===== src/rtl/mcs_regs.svh =====
// Register indices, field positions, reset values and timing counts of the monitor register bank.
`ifndef MCS_REGS_SVH
`define MCS_REGS_SVH

// ==========================================================
// Register indices (byte address is four times the index)
`define MCS_IDX_CFG    8'h40
`define MCS_IDX_STAT   8'h41
`define MCS_IDX_IMASK  8'h50
`define MCS_IDX_ISTAT  8'h51

// ==========================================================
// Configuration and status field positions
`define MCS_BIT_RUN    0
`define MCS_BIT_LOCK   1
`define MCS_BIT_RDY    2
`define MCS_BIT_FULL_SPEED_OVERRIDE   3
`define MCS_BIT_PWR    4
`define MCS_BIT_SPIN   5
`define MCS_BIT_TMO    6
`define MCS_BIT_SUP    7
`define MCS_BIT_OOL    7

// ==========================================================
// Reset values and masks
`define MCS_CFG_RESET   8'h00
`define MCS_STAT_RESET  8'h00
`define MCS_IMASK_RESET 8'h00
`define MCS_ISTAT_RESET 8'h00
`define MCS_CFG_LOCKED  8'hd3
`define MCS_DEF_LOW     8'h00
`define MCS_DEF_HIGH    8'hff

// ==========================================================
// Timing
`define MCS_CLK_NS      5
`define MCS_POWERUP_NS  1000
`define MCS_POWERUP_CYC ((`MCS_POWERUP_NS + `MCS_CLK_NS - 1) / `MCS_CLK_NS)
`define MCS_CNT_W       16

`endif


===== src/rtl/mcs_pkg.sv =====
// Types of the monitor register bank.
`include "mcs_regs.svh"

package mcs_pkg;

  // ==========================================================
  // Whole state of the register bank
  typedef struct packed {
    logic [7:0]             cfg;
    logic [`MCS_CNT_W-1:0]  cnt;
    logic [6:0]             cond;
    logic [7:0]             status;
    logic [7:0]             istat;
    logic [7:0]             imask;
    logic                   irq;
    logic                   pready;
    logic                   pslverr;
    logic [31:0]            prdata;
  } mcs_state_t;

endpackage


===== src/rtl/mcs_top.sv =====
// Configuration and first status register bank of the hardware monitor, APB slave.
//
// Overview of operation
// Run bit selects programmed or default limits.
// Clearing run leaves programmed limits untouched.
// Lock makes the run bit read-only.
// Firmware programs limits before setting run.
// Lock is write-once, cleared only by reset.
// Ready bit sets after power-up delay.
// Full-speed override, reset zero, never locked.
// Lockable power-calculation flag, no side effect.
// Spin-up bypass drives PWM high instead.
// Lockable bit disables bus timeout.
// Lockable bit selects 5 V or 3.3 V scaling.
// Status bits 0-3 flag voltage limits.
// Status bits 4-6 flag temperature limits.
// Status read clears only subsided flags.
// Status bit 7 ORs second status.
// Writes to locked bits are ignored.
// High is strictly above, low at-or-below.
// Flags evaluated per measurement; set beats clear.
`timescale 1ns/1ps
`include "mcs_regs.svh"

module mcs_top import mcs_pkg::*; #(
  parameter int unsigned POWERUP_CYCLES = `MCS_POWERUP_CYC
) (
  // Clock and reset.
  input  wire logic            pclk,
  input  wire logic            presetn,
  // APB slave.
  input  wire logic            psel,
  input  wire logic            penable,
  input  wire logic            pwrite,
  input  wire logic [11:0]     paddr,
  input  wire logic [31:0]     pwdata,
  input  wire logic [3:0]      pstrb,
  output logic      [31:0]     prdata,
  output logic                 pready,
  output logic                 pslverr,
  // Measurement results and limits.
  input  wire logic            meas_done,
  input  wire logic [6:0][7:0] reading,
  input  wire logic [6:0][7:0] prog_low,
  input  wire logic [6:0][7:0] prog_high,
  input  wire logic [7:0]      second_status,
  // Configuration towards monitor, fans and bus.
  output logic                 run_monitoring,
  output logic                 limit_lock,
  output logic                 monitor_ready,
  output logic                 full_speed_override,
  output logic                 power_calc_flag,
  output logic                 spinup_bypass,
  output logic                 bus_timeout_off,
  output logic                 supply_5v_scale,
  // Interrupt.
  output logic                 irq
);

  // ==========================================================
  // Elaboration checks
  if (POWERUP_CYCLES < 1 || POWERUP_CYCLES >= (1 << `MCS_CNT_W)) begin : g_bad_powerup
    $error("POWERUP_CYCLES out of range");
  end

  localparam logic [`MCS_CNT_W-1:0] PU_LAST = `MCS_CNT_W'(POWERUP_CYCLES - 1);

  // ==========================================================
  // State
  mcs_state_t st;
  mcs_state_t nx;

  logic       acc_first;
  logic       acc_done;
  logic       wr_done;
  logic       rd_done;
  logic [7:0] idx;
  logic       hit;
  logic [6:0] cond_now;
  logic [7:0] wd;

  // Bus phase decode; pready is registered so every access waits one cycle.
  assign acc_first = psel & penable & ~st.pready;
  assign acc_done  = psel & penable & st.pready;
  assign wr_done   = acc_done & pwrite & ~st.pslverr;
  assign rd_done   = acc_done & ~pwrite & ~st.pslverr;
  assign idx       = paddr[9:2];
  assign wd        = pwdata[7:0];
  assign hit       = (paddr[11:10] == 2'b00) &&
                     (idx == `MCS_IDX_CFG || idx == `MCS_IDX_STAT ||
                      idx == `MCS_IDX_IMASK || idx == `MCS_IDX_ISTAT);

  // ==========================================================
  // Limit comparison per channel
  for (genvar i = 0; i < 7; i++) begin : g_chan
    logic [7:0] eff_low;
    logic [7:0] eff_high;
    // default limits
    // limits kept
    // With monitoring stopped the comparators fall back to the defaults;
    // the programmed inputs are only read, never written here.
    assign eff_low  = st.cfg[`MCS_BIT_RUN] ? prog_low[i]  : `MCS_DEF_LOW;
    assign eff_high = st.cfg[`MCS_BIT_RUN] ? prog_high[i] : `MCS_DEF_HIGH;
    // compare sense
    assign cond_now[i] = (reading[i] > eff_high) || (reading[i] <= eff_low);
  end

  // ==========================================================
  // Next-state logic
  always_comb begin
    nx = st;

    // ready delay
    if (!st.cfg[`MCS_BIT_RDY]) begin
      if (st.cnt == PU_LAST) begin
        nx.cfg[`MCS_BIT_RDY] = 1'b1;
      end else begin
        nx.cnt = st.cnt + `MCS_CNT_W'(1);
      end
    end

    // Register writes take effect at the completing edge only.
    if (wr_done && pstrb[0]) begin
      unique case (idx)
        `MCS_IDX_CFG: begin
          // locked writes ignored
          // run frozen
          // lock write-once
          // Ready is never writable; the override and bypass stay open.
          // Protected bits come from nx so a ready bit set at this same edge survives the write.
          if (st.cfg[`MCS_BIT_LOCK]) begin
            nx.cfg = (nx.cfg & (`MCS_CFG_LOCKED | 8'h04)) | (wd & ~(`MCS_CFG_LOCKED | 8'h04));
          end else begin
            nx.cfg = (nx.cfg & 8'h04) | (wd & ~8'h04);
          end
        end
        `MCS_IDX_IMASK: begin
          nx.imask = wd;
        end
        `MCS_IDX_ISTAT: begin
          nx.istat = st.istat & ~wd;
        end
        default: begin
        end
      endcase
    end

    // clear subsided
    // Only flags whose last measured condition has gone are cleared.
    if (rd_done && idx == `MCS_IDX_STAT) begin
      nx.status[6:0] = st.status[6:0] & st.cond;
    end

    // voltage flags
    // temperature flags
    // set beats clear
    // The set is applied after the clear, so a coinciding event survives.
    if (meas_done) begin
      nx.cond        = cond_now;
      nx.status[6:0] = nx.status[6:0] | cond_now;
    end

    // second-status summary
    nx.status[`MCS_BIT_OOL] = |second_status;

    // Newly set status bits are events; W1C loses against a new event.
    nx.istat = nx.istat | (nx.status & ~st.status);
    nx.irq   = |(nx.istat & nx.imask);

    // Read data and error are registered during the first access cycle.
    if (acc_first) begin
      nx.pready  = 1'b1;
      nx.pslverr = ~hit;
      unique case (idx)
        `MCS_IDX_CFG:   nx.prdata = {24'h000000, st.cfg};
        `MCS_IDX_STAT:  nx.prdata = {24'h000000, st.status};
        `MCS_IDX_IMASK: nx.prdata = {24'h000000, st.imask};
        `MCS_IDX_ISTAT: nx.prdata = {24'h000000, st.istat};
        default:        nx.prdata = 32'h00000000;
      endcase
      if (!hit) begin
        nx.prdata = 32'h00000000;
      end
    end else begin
      nx.pready  = 1'b0;
      nx.pslverr = 1'b0;
    end
  end

  // ==========================================================
  // State register
  // The lock is released only by reset, which stands in for a power cycle.
  always_ff @(posedge pclk or negedge presetn) begin
    if (!presetn) begin
      st         <= '0;
      st.cfg     <= `MCS_CFG_RESET;
      st.status  <= `MCS_STAT_RESET;
      st.imask   <= `MCS_IMASK_RESET;
      st.istat   <= `MCS_ISTAT_RESET;
    end else begin
      st <= nx;
    end
  end

  // ==========================================================
  // Outputs, all straight from the state register
  assign prdata              = st.prdata;
  assign pready              = st.pready;
  assign pslverr             = st.pslverr;
  assign run_monitoring      = st.cfg[`MCS_BIT_RUN];
  assign limit_lock          = st.cfg[`MCS_BIT_LOCK];
  assign monitor_ready       = st.cfg[`MCS_BIT_RDY];
  // full-speed override
  assign full_speed_override = st.cfg[`MCS_BIT_FULL_SPEED_OVERRIDE];
  // power flag
  assign power_calc_flag     = st.cfg[`MCS_BIT_PWR];
  // spin-up bypass
  assign spinup_bypass       = st.cfg[`MCS_BIT_SPIN];
  // timeout off
  assign bus_timeout_off     = st.cfg[`MCS_BIT_TMO];
  // supply scaling
  assign supply_5v_scale     = st.cfg[`MCS_BIT_SUP];
  assign irq                 = st.irq;

  logic cfg_wr;
  assign cfg_wr = wr_done && pstrb[0] && idx == `MCS_IDX_CFG;
endmodule


===== config.mk =====
export PLATFORM = sky130hd
export DESIGN_NAME = mcs_top
export DESIGN_NICKNAME = d
export VERILOG_FILES = /design/src/rtl/mcs_pkg.sv /design/src/rtl/mcs_top.sv
export VERILOG_INCLUDE_DIRS = /design/src /design/src/rtl
export SDC_FILE = /design/constraint.sdc
export NUM_CORES = 1
export LEC_CHECK = 0
export BUFFER_PORTS_ARGS = -buffer_cell sky130_fd_sc_hd__clkbuf_2
export CORE_UTILIZATION = 28
export DETAILED_ROUTE_END_ITERATION = 6
export GPL_TIMING_DRIVEN = 0
export REMOVE_ABC_BUFFERS = 1
export SYNTH_ARGS = -nofsm -noshare
export SYNTH_HDL_FRONTEND = slang
export SYNTH_SLANG_ARGS = --single-unit

===== constraint.sdc =====
create_clock -name pclk -period 3.38 [get_ports pclk]
set_input_delay 0.169 -clock pclk [delete_from_list [all_inputs] [get_ports pclk]]
set_output_delay 0.169 -clock pclk [all_outputs]
set_load 0.1 [all_outputs]

==> flow_summary.ini, run 1 <==
[status]
status = finished clean

[grt]
grt_first_pass_wirelength_um = 25200
groute.usage.overall_pct = 13.8
grt_pass1_vias = 5287
antenna_found_initial = 1
grt.overflow.total = 0
use_met2_pct = 22.9
grtUsageMet1_pct = 19.0
grt_util_met3_pct = 2.29
grt_max_degree = 67
grt-busiest-layer = met2

[logic_synthesis]
yosysSeqAreaShare_pct = 26.5
ys_seq_elements = 66
synth_flop_cell = dfrtp_1
syn-cell-area_um2 = 6230
syn_avg_cell_area_um2 = 8.96
ys_async_sr_fraction_pct = 100
yosys_warnings = 0
synth_top_cell_by_area = dfrtp_1
synthCells = 696
netlist.area_leader.share_pct = 26.5
synth.area.top_cells = dfrtp_1 (26%), ha_1 (23%), nor2b_1 (6.6%)
synth_edf_count = 0
yosysUniqueCellTypes = 50

[sta]
worst_slew_pin_slew_ns = 0.924
tns_ns = 0
slew_violations = 0
hold_violations = 0
min_period_ns = 2.99
rsz0062_at_grt = no
setup_viol = 0
post-route-period-util_pct = 88.5
clock_skew_ns = 0.00810
fmax_mhz = 334
slew-limit-headroom_pct = 37.9

[clocking]
cts_inserted_buffers = 9
path_clk_slew_ns = 0.06
clk_latency_ns = 0.33
cts_tree = built
cts-htree-levels = 3
clockBufferDepth = 2
cts_resized = 0
cts_sinks = 66
cts-root-buf = clkbuf_16

[cells_and_area]
final_common_cell = clkbuf_2
fin_nets = 1246
fin_area_um2 = 7850
utilization_pct = 35.9
fillers = 2260
area_growth_pct = 25.9
layout-drive-gt1-share_pct = 28.7
layout_common_cells = clkbuf_2 (218), ha_1 (113), nand2_1 (89), nor2b_1 (66), dfrtp_1 (65)

[detailed_routing]
post_drt_wl_per_cell_um = 13.3
routed_wl_um = 15800
first_pass_iters = 4
postRouteAntennaNets = 0
drc = 0
drtIter0Drc = 200
num_vias = 5598
via_per_inst = 4.72

[die]
die_w_um = 151
boundaryPins = 273
rows = 54
die_h_um = 151
start_util_pct = 28.6
die-area_um2 = 22900
core_um2 = 21800

[place]
place_area_um2 = 7520
hpwl_um = 13000
numPortBuffers = 219
routabilityCongestion = 0.781

[power]
powerDensity_nw_per_um2 = 285
power.leakage_uw = 0.00382
ir_drop_v = 0.000185

[worst_hold_path]
min_delay_path_depth = 3
hold_end = st[58]
hold_path.startpoint = second_status[6]
hold_class = in -> reg

[run]
maxCapViolations = 0

[worst_setup_path]
timing.rr.start = run_monitoring
cp-start-kind = flop
worstSetupEndpointType = flop
rrSetupSlack_ns = 0.39
critical_path_class = reg -> reg
path_max_fanout = 66
required_ns = 3.56
reg2reg_to = irq
r2r_cells = 9
arrival_ns = 3.17
## repair_timing
item,4_1_cts,5_1_grt
hold buffers,1,0
setup endpoints to repair,0,1
buffers inserted,0,1
hold endpoints to repair,61,0
## Yosys cell counts (all sizes together), types with 4 or more instances
library cell,number
nor2b,66
buf,32
nand3,9
and4,4
nand4,29
ha,113
o21ai,40
inv,25
mux2,12
nand2b,10
o211ai,9
xor2,6
dfrtp,66
a32o,8
and3,5
o21a,5
a211oi,6
xnor2,9
nand2,89
a21o,4
nor4,8
a21oi,43
clkbuf,18
o31ai,4
and2,11
mux4,8
nor2,22
## power breakdown
group          switching, uW  total [uW]  internal [uW]
Sequential              16.7         841            824
Combinational            306         490            184
Clock                    324         905            581
## worst max-delay path by stage
stage                    from  end  slack (ns)  depth (start not counted)
6_report       run_monitoring  irq        0.39                          9
5_1_grt        run_monitoring  irq        0.09                          9
4_1_cts        run_monitoring  irq        0.19                         10
3_5_place_dp   run_monitoring  irq        0.20                         10
3_3_place_gp   run_monitoring  irq       -1.48                          9
2_1_floorplan  run_monitoring  irq       -0.70                          9
## area by class of cell
| cell class | instances | area (um2) | share of cell area, % |
|---|---|---|---|
| multi-input combinational | 578 | 4270 | 54.4 |
| sequential | 66 | 1660 | 21.1 |
| timing repair buffer | 223 | 1190 | 15.2 |
| tap | 280 | 350 | 4.47 |
| clock buffer | 11 | 243 | 3.09 |
| inverter | 25 | 93.8 | 1.20 |
| clock inverter | 3 | 42.5 | 0.542 |
| antenna | 1 | 2.50 | 0.0319 |
## metrics by stage
stage	std cells	total power (uW)	worst slack (ns)	hold WS (ns)
after global routing	1186	2350	0.0854	0.108
final	1187	2240	0.387	0.0730
after global placement	1168	1340	-1.48	0.418
after floorplan	669	1140	-0.698	-0.127
after detailed placement	1170	1350	0.204	0.0464
after CTS	1185	2260	0.194	0.0786
## kinds of logic (layout without fill, tap and decap cells)
kind of cell             count (synthesis)  count (layout)  share of synthesized area, %
AND/OR/NAND/NOR                        263             263                          22.4
AO/OA/AOI/OAI                          140             140                          14.2
adder cells (fa/ha/maj)                113             113                          22.7
buffers and inverters                   75             262                          6.44
flip-flops                              66              66                          26.5
multiplexers                            23              23                          5.60
XOR/XNOR                                15              15                          2.11
other                                    1              25                        0.0602
## critical path: stages (launching register included)
cell	delay [ns]
dfrtp_4	0.62
buf_16	0.24
nor2b_1	0.17
ha_1	0.30
a21oi_1	0.15
a21oi_1	0.08
o31ai_1	0.41
a21oi_1	0.16
a2111oi_0	0.49
nand4_1	0.17
## per-layer routing
layer	wire (um)	vias to the layer above
li1	-	2890
met1	7450	2529
met2	7300	168
met3	932	11
met4	159	0
met5	0	-
## sequential cells by signal, summed over array words and instances (netlist names)
name,cells
power_calc_flag,1
prdata,8
monitor_ready,1
supply_5v_scale,1
spinup_bypass,1
pready,1
pslverr,1
irq,1
full_speed_override,1
bus_timeout_off,1
st,47
limit_lock,1
run_monitoring,1
No activity file was read; power rests on OpenSTA's default activity.
==> run 2: changes to the inputs <==
Settings changed: CORE_UTILIZATION 28 to 45, PLACE_DENSITY set to 0.77.
==> flow_summary.ini, run 2 (synthesis gave the netlist of run 1 again) <==
[status]
status = complete, but fails checks
violations = hold timing

[power]
power.leakage_uw = 0.00380
powerDensity_nw_per_um2 = 295
ir_drop_v = 0.000232
finalPower_uw = 2260

[die]
die_h_um = 120
boundaryPins = 273
die_w_um = 120
start_util_pct = 46.5
rows = 42
die-area_um2 = 14300
core_um2 = 13400

[cells_and_area]
regMostFlops = st
layout_common_cells = clkbuf_2 (218), ha_1 (113), nand2_1 (89), nor2b_1 (66), dfrtp_1 (65)
area_growth_pct = 23.2
layout-drive-gt1-share_pct = 28.9
seqCellArea_um2 = 1660
final_common_cell = clkbuf_2
n_antenna_cell = 0
multi_input_area_um2 = 4270
fillers = 1218
fin_nets = 1244
largest_register_ff_count = 47

[detailed_routing]
first_pass_iters = 4
drc = 0
routed_wl_um = 15500
num_vias = 5719
post_drt_wl_per_cell_um = 14.3
via_per_inst = 5.29
postRouteAntennaNets = 0
drtIter0Drc = 210

[clocking]
cts_tree = built
cts_inserted_buffers = 9
cts_resized = 0
clockBufferDepth = 2
cts_sinks = 66
clk_latency_ns = 0.33
ctsHoldBuffers = 0
cts-root-buf = clkbuf_16
cts-htree-levels = 3
path_clk_slew_ns = 0.06
postCtsSetupRepairBufs = 1

[sta]
fin_ws_ns = 0.426
slew_violations = 0
rsz0062_at_grt = no
clock_skew_ns = 0.00671
fmax_mhz = 339
min_period_ns = 2.95
worst_slew_pin_slew_ns = 0.936
slew-limit-headroom_pct = 37.1
setup_viol = 0
post-route-period-util_pct = 87.4
holdWs_ns = -0.0246
hold_violations = 20

[grt]
grt_max_degree = 67
antenna_found_initial = 0
grt_pass1_vias = 5636
grt.overflow.total = 0
grt_first_pass_wirelength_um = 24800
groute.usage.overall_pct = 21.4

[worst_setup_path]
worstSetupEndpointType = flop
path_max_fanout = 31
cp-start-kind = flop
arrival_ns = 3.14
reg2reg_to = irq
rrSetupSlack_ns = 0.43
r2r_cells = 9
critical_path_class = reg -> reg
required_ns = 3.57
timing.rr.start = run_monitoring

[run]
maxCapViolations = 0

[worst_hold_path]
hold_class = in -> async

[place]
hpwl_um = 11900
numPortBuffers = 219
place_ws_ns = 0.00460
routabilityCongestion = 0.804
## run 2: cell types whose count changed in the layout (fill, tap and decap cells not counted), sizes merged
cell / delta
clkinvlp: +2
buf: -1
clkbuf: -1
clkinv: +1
diode: -1
dlygate4sd3: -1
## run 2: metal layers
layer	routed length, um	up-vias	GRT usage, %
li1	-	2893	-
met1	6820	2633	26.2
met2	7680	173	38.3
met3	689	20	3.71
met4	264	0	5.86
met5	0	-	0
## run 2: worst max-delay path, stage by stage, from the launching register on
cell and delay [ns]:
dfrtp_4 0.63, nor2b_1 0.20, ha_1 0.28, nor2b_1 0.13
o211ai_1 0.17, a21oi_1 0.09, o31ai_1 0.37, a21oi_1 0.18
a2111oi_0 0.57, nand4_1 0.17
## run 2: metrics by stage
stage                     setup TNS [ns]  instance area [um2]  std cells  utilization, %  hold slack [ns]
after floorplan                    -7.78                 6010        669               -           -0.127
after global placement            -17.40                 7330       1064            54.7            0.415
after detailed placement               0                 7330       1064            54.7            0.367
after CTS                              0                 7660       1081            57.2           0.0155
after global routing                   0                 7680       1082            57.3           0.0621
final                                  0                 7680       1082            57.3          -0.0246
## run 2: cell type report
class	count	share of cell area (%)
Timing Repair Buffer	221	14.8
Inverter	25	1.22
Clock buffer	10	3.11
Clock inverter	6	0.863
Sequential cell	66	21.6
Multi-Input combinational cell	578	55.6
Tap cell	176	2.87
## run 2: where the power goes
part / internal [uW] / switching, uW / leakage [uW]
clock: 590 / 348 / 0.000141
sequential: 824 / 19.5 / 0.000826
combinational: 179 / 302 / 0.00283
## run 2: worst max-delay path by stage
stage                   start   to  slack, ns  depth (start not counted)
5_1_grt        run_monitoring  irq       0.15                          9
4_1_cts        run_monitoring  irq       0.21                          9
2_1_floorplan  run_monitoring  irq      -0.70                          9
6_report       run_monitoring  irq       0.43                          9
3_3_place_gp   run_monitoring  irq      -1.39                          9
3_5_place_dp   run_monitoring  irq      0.005                          9
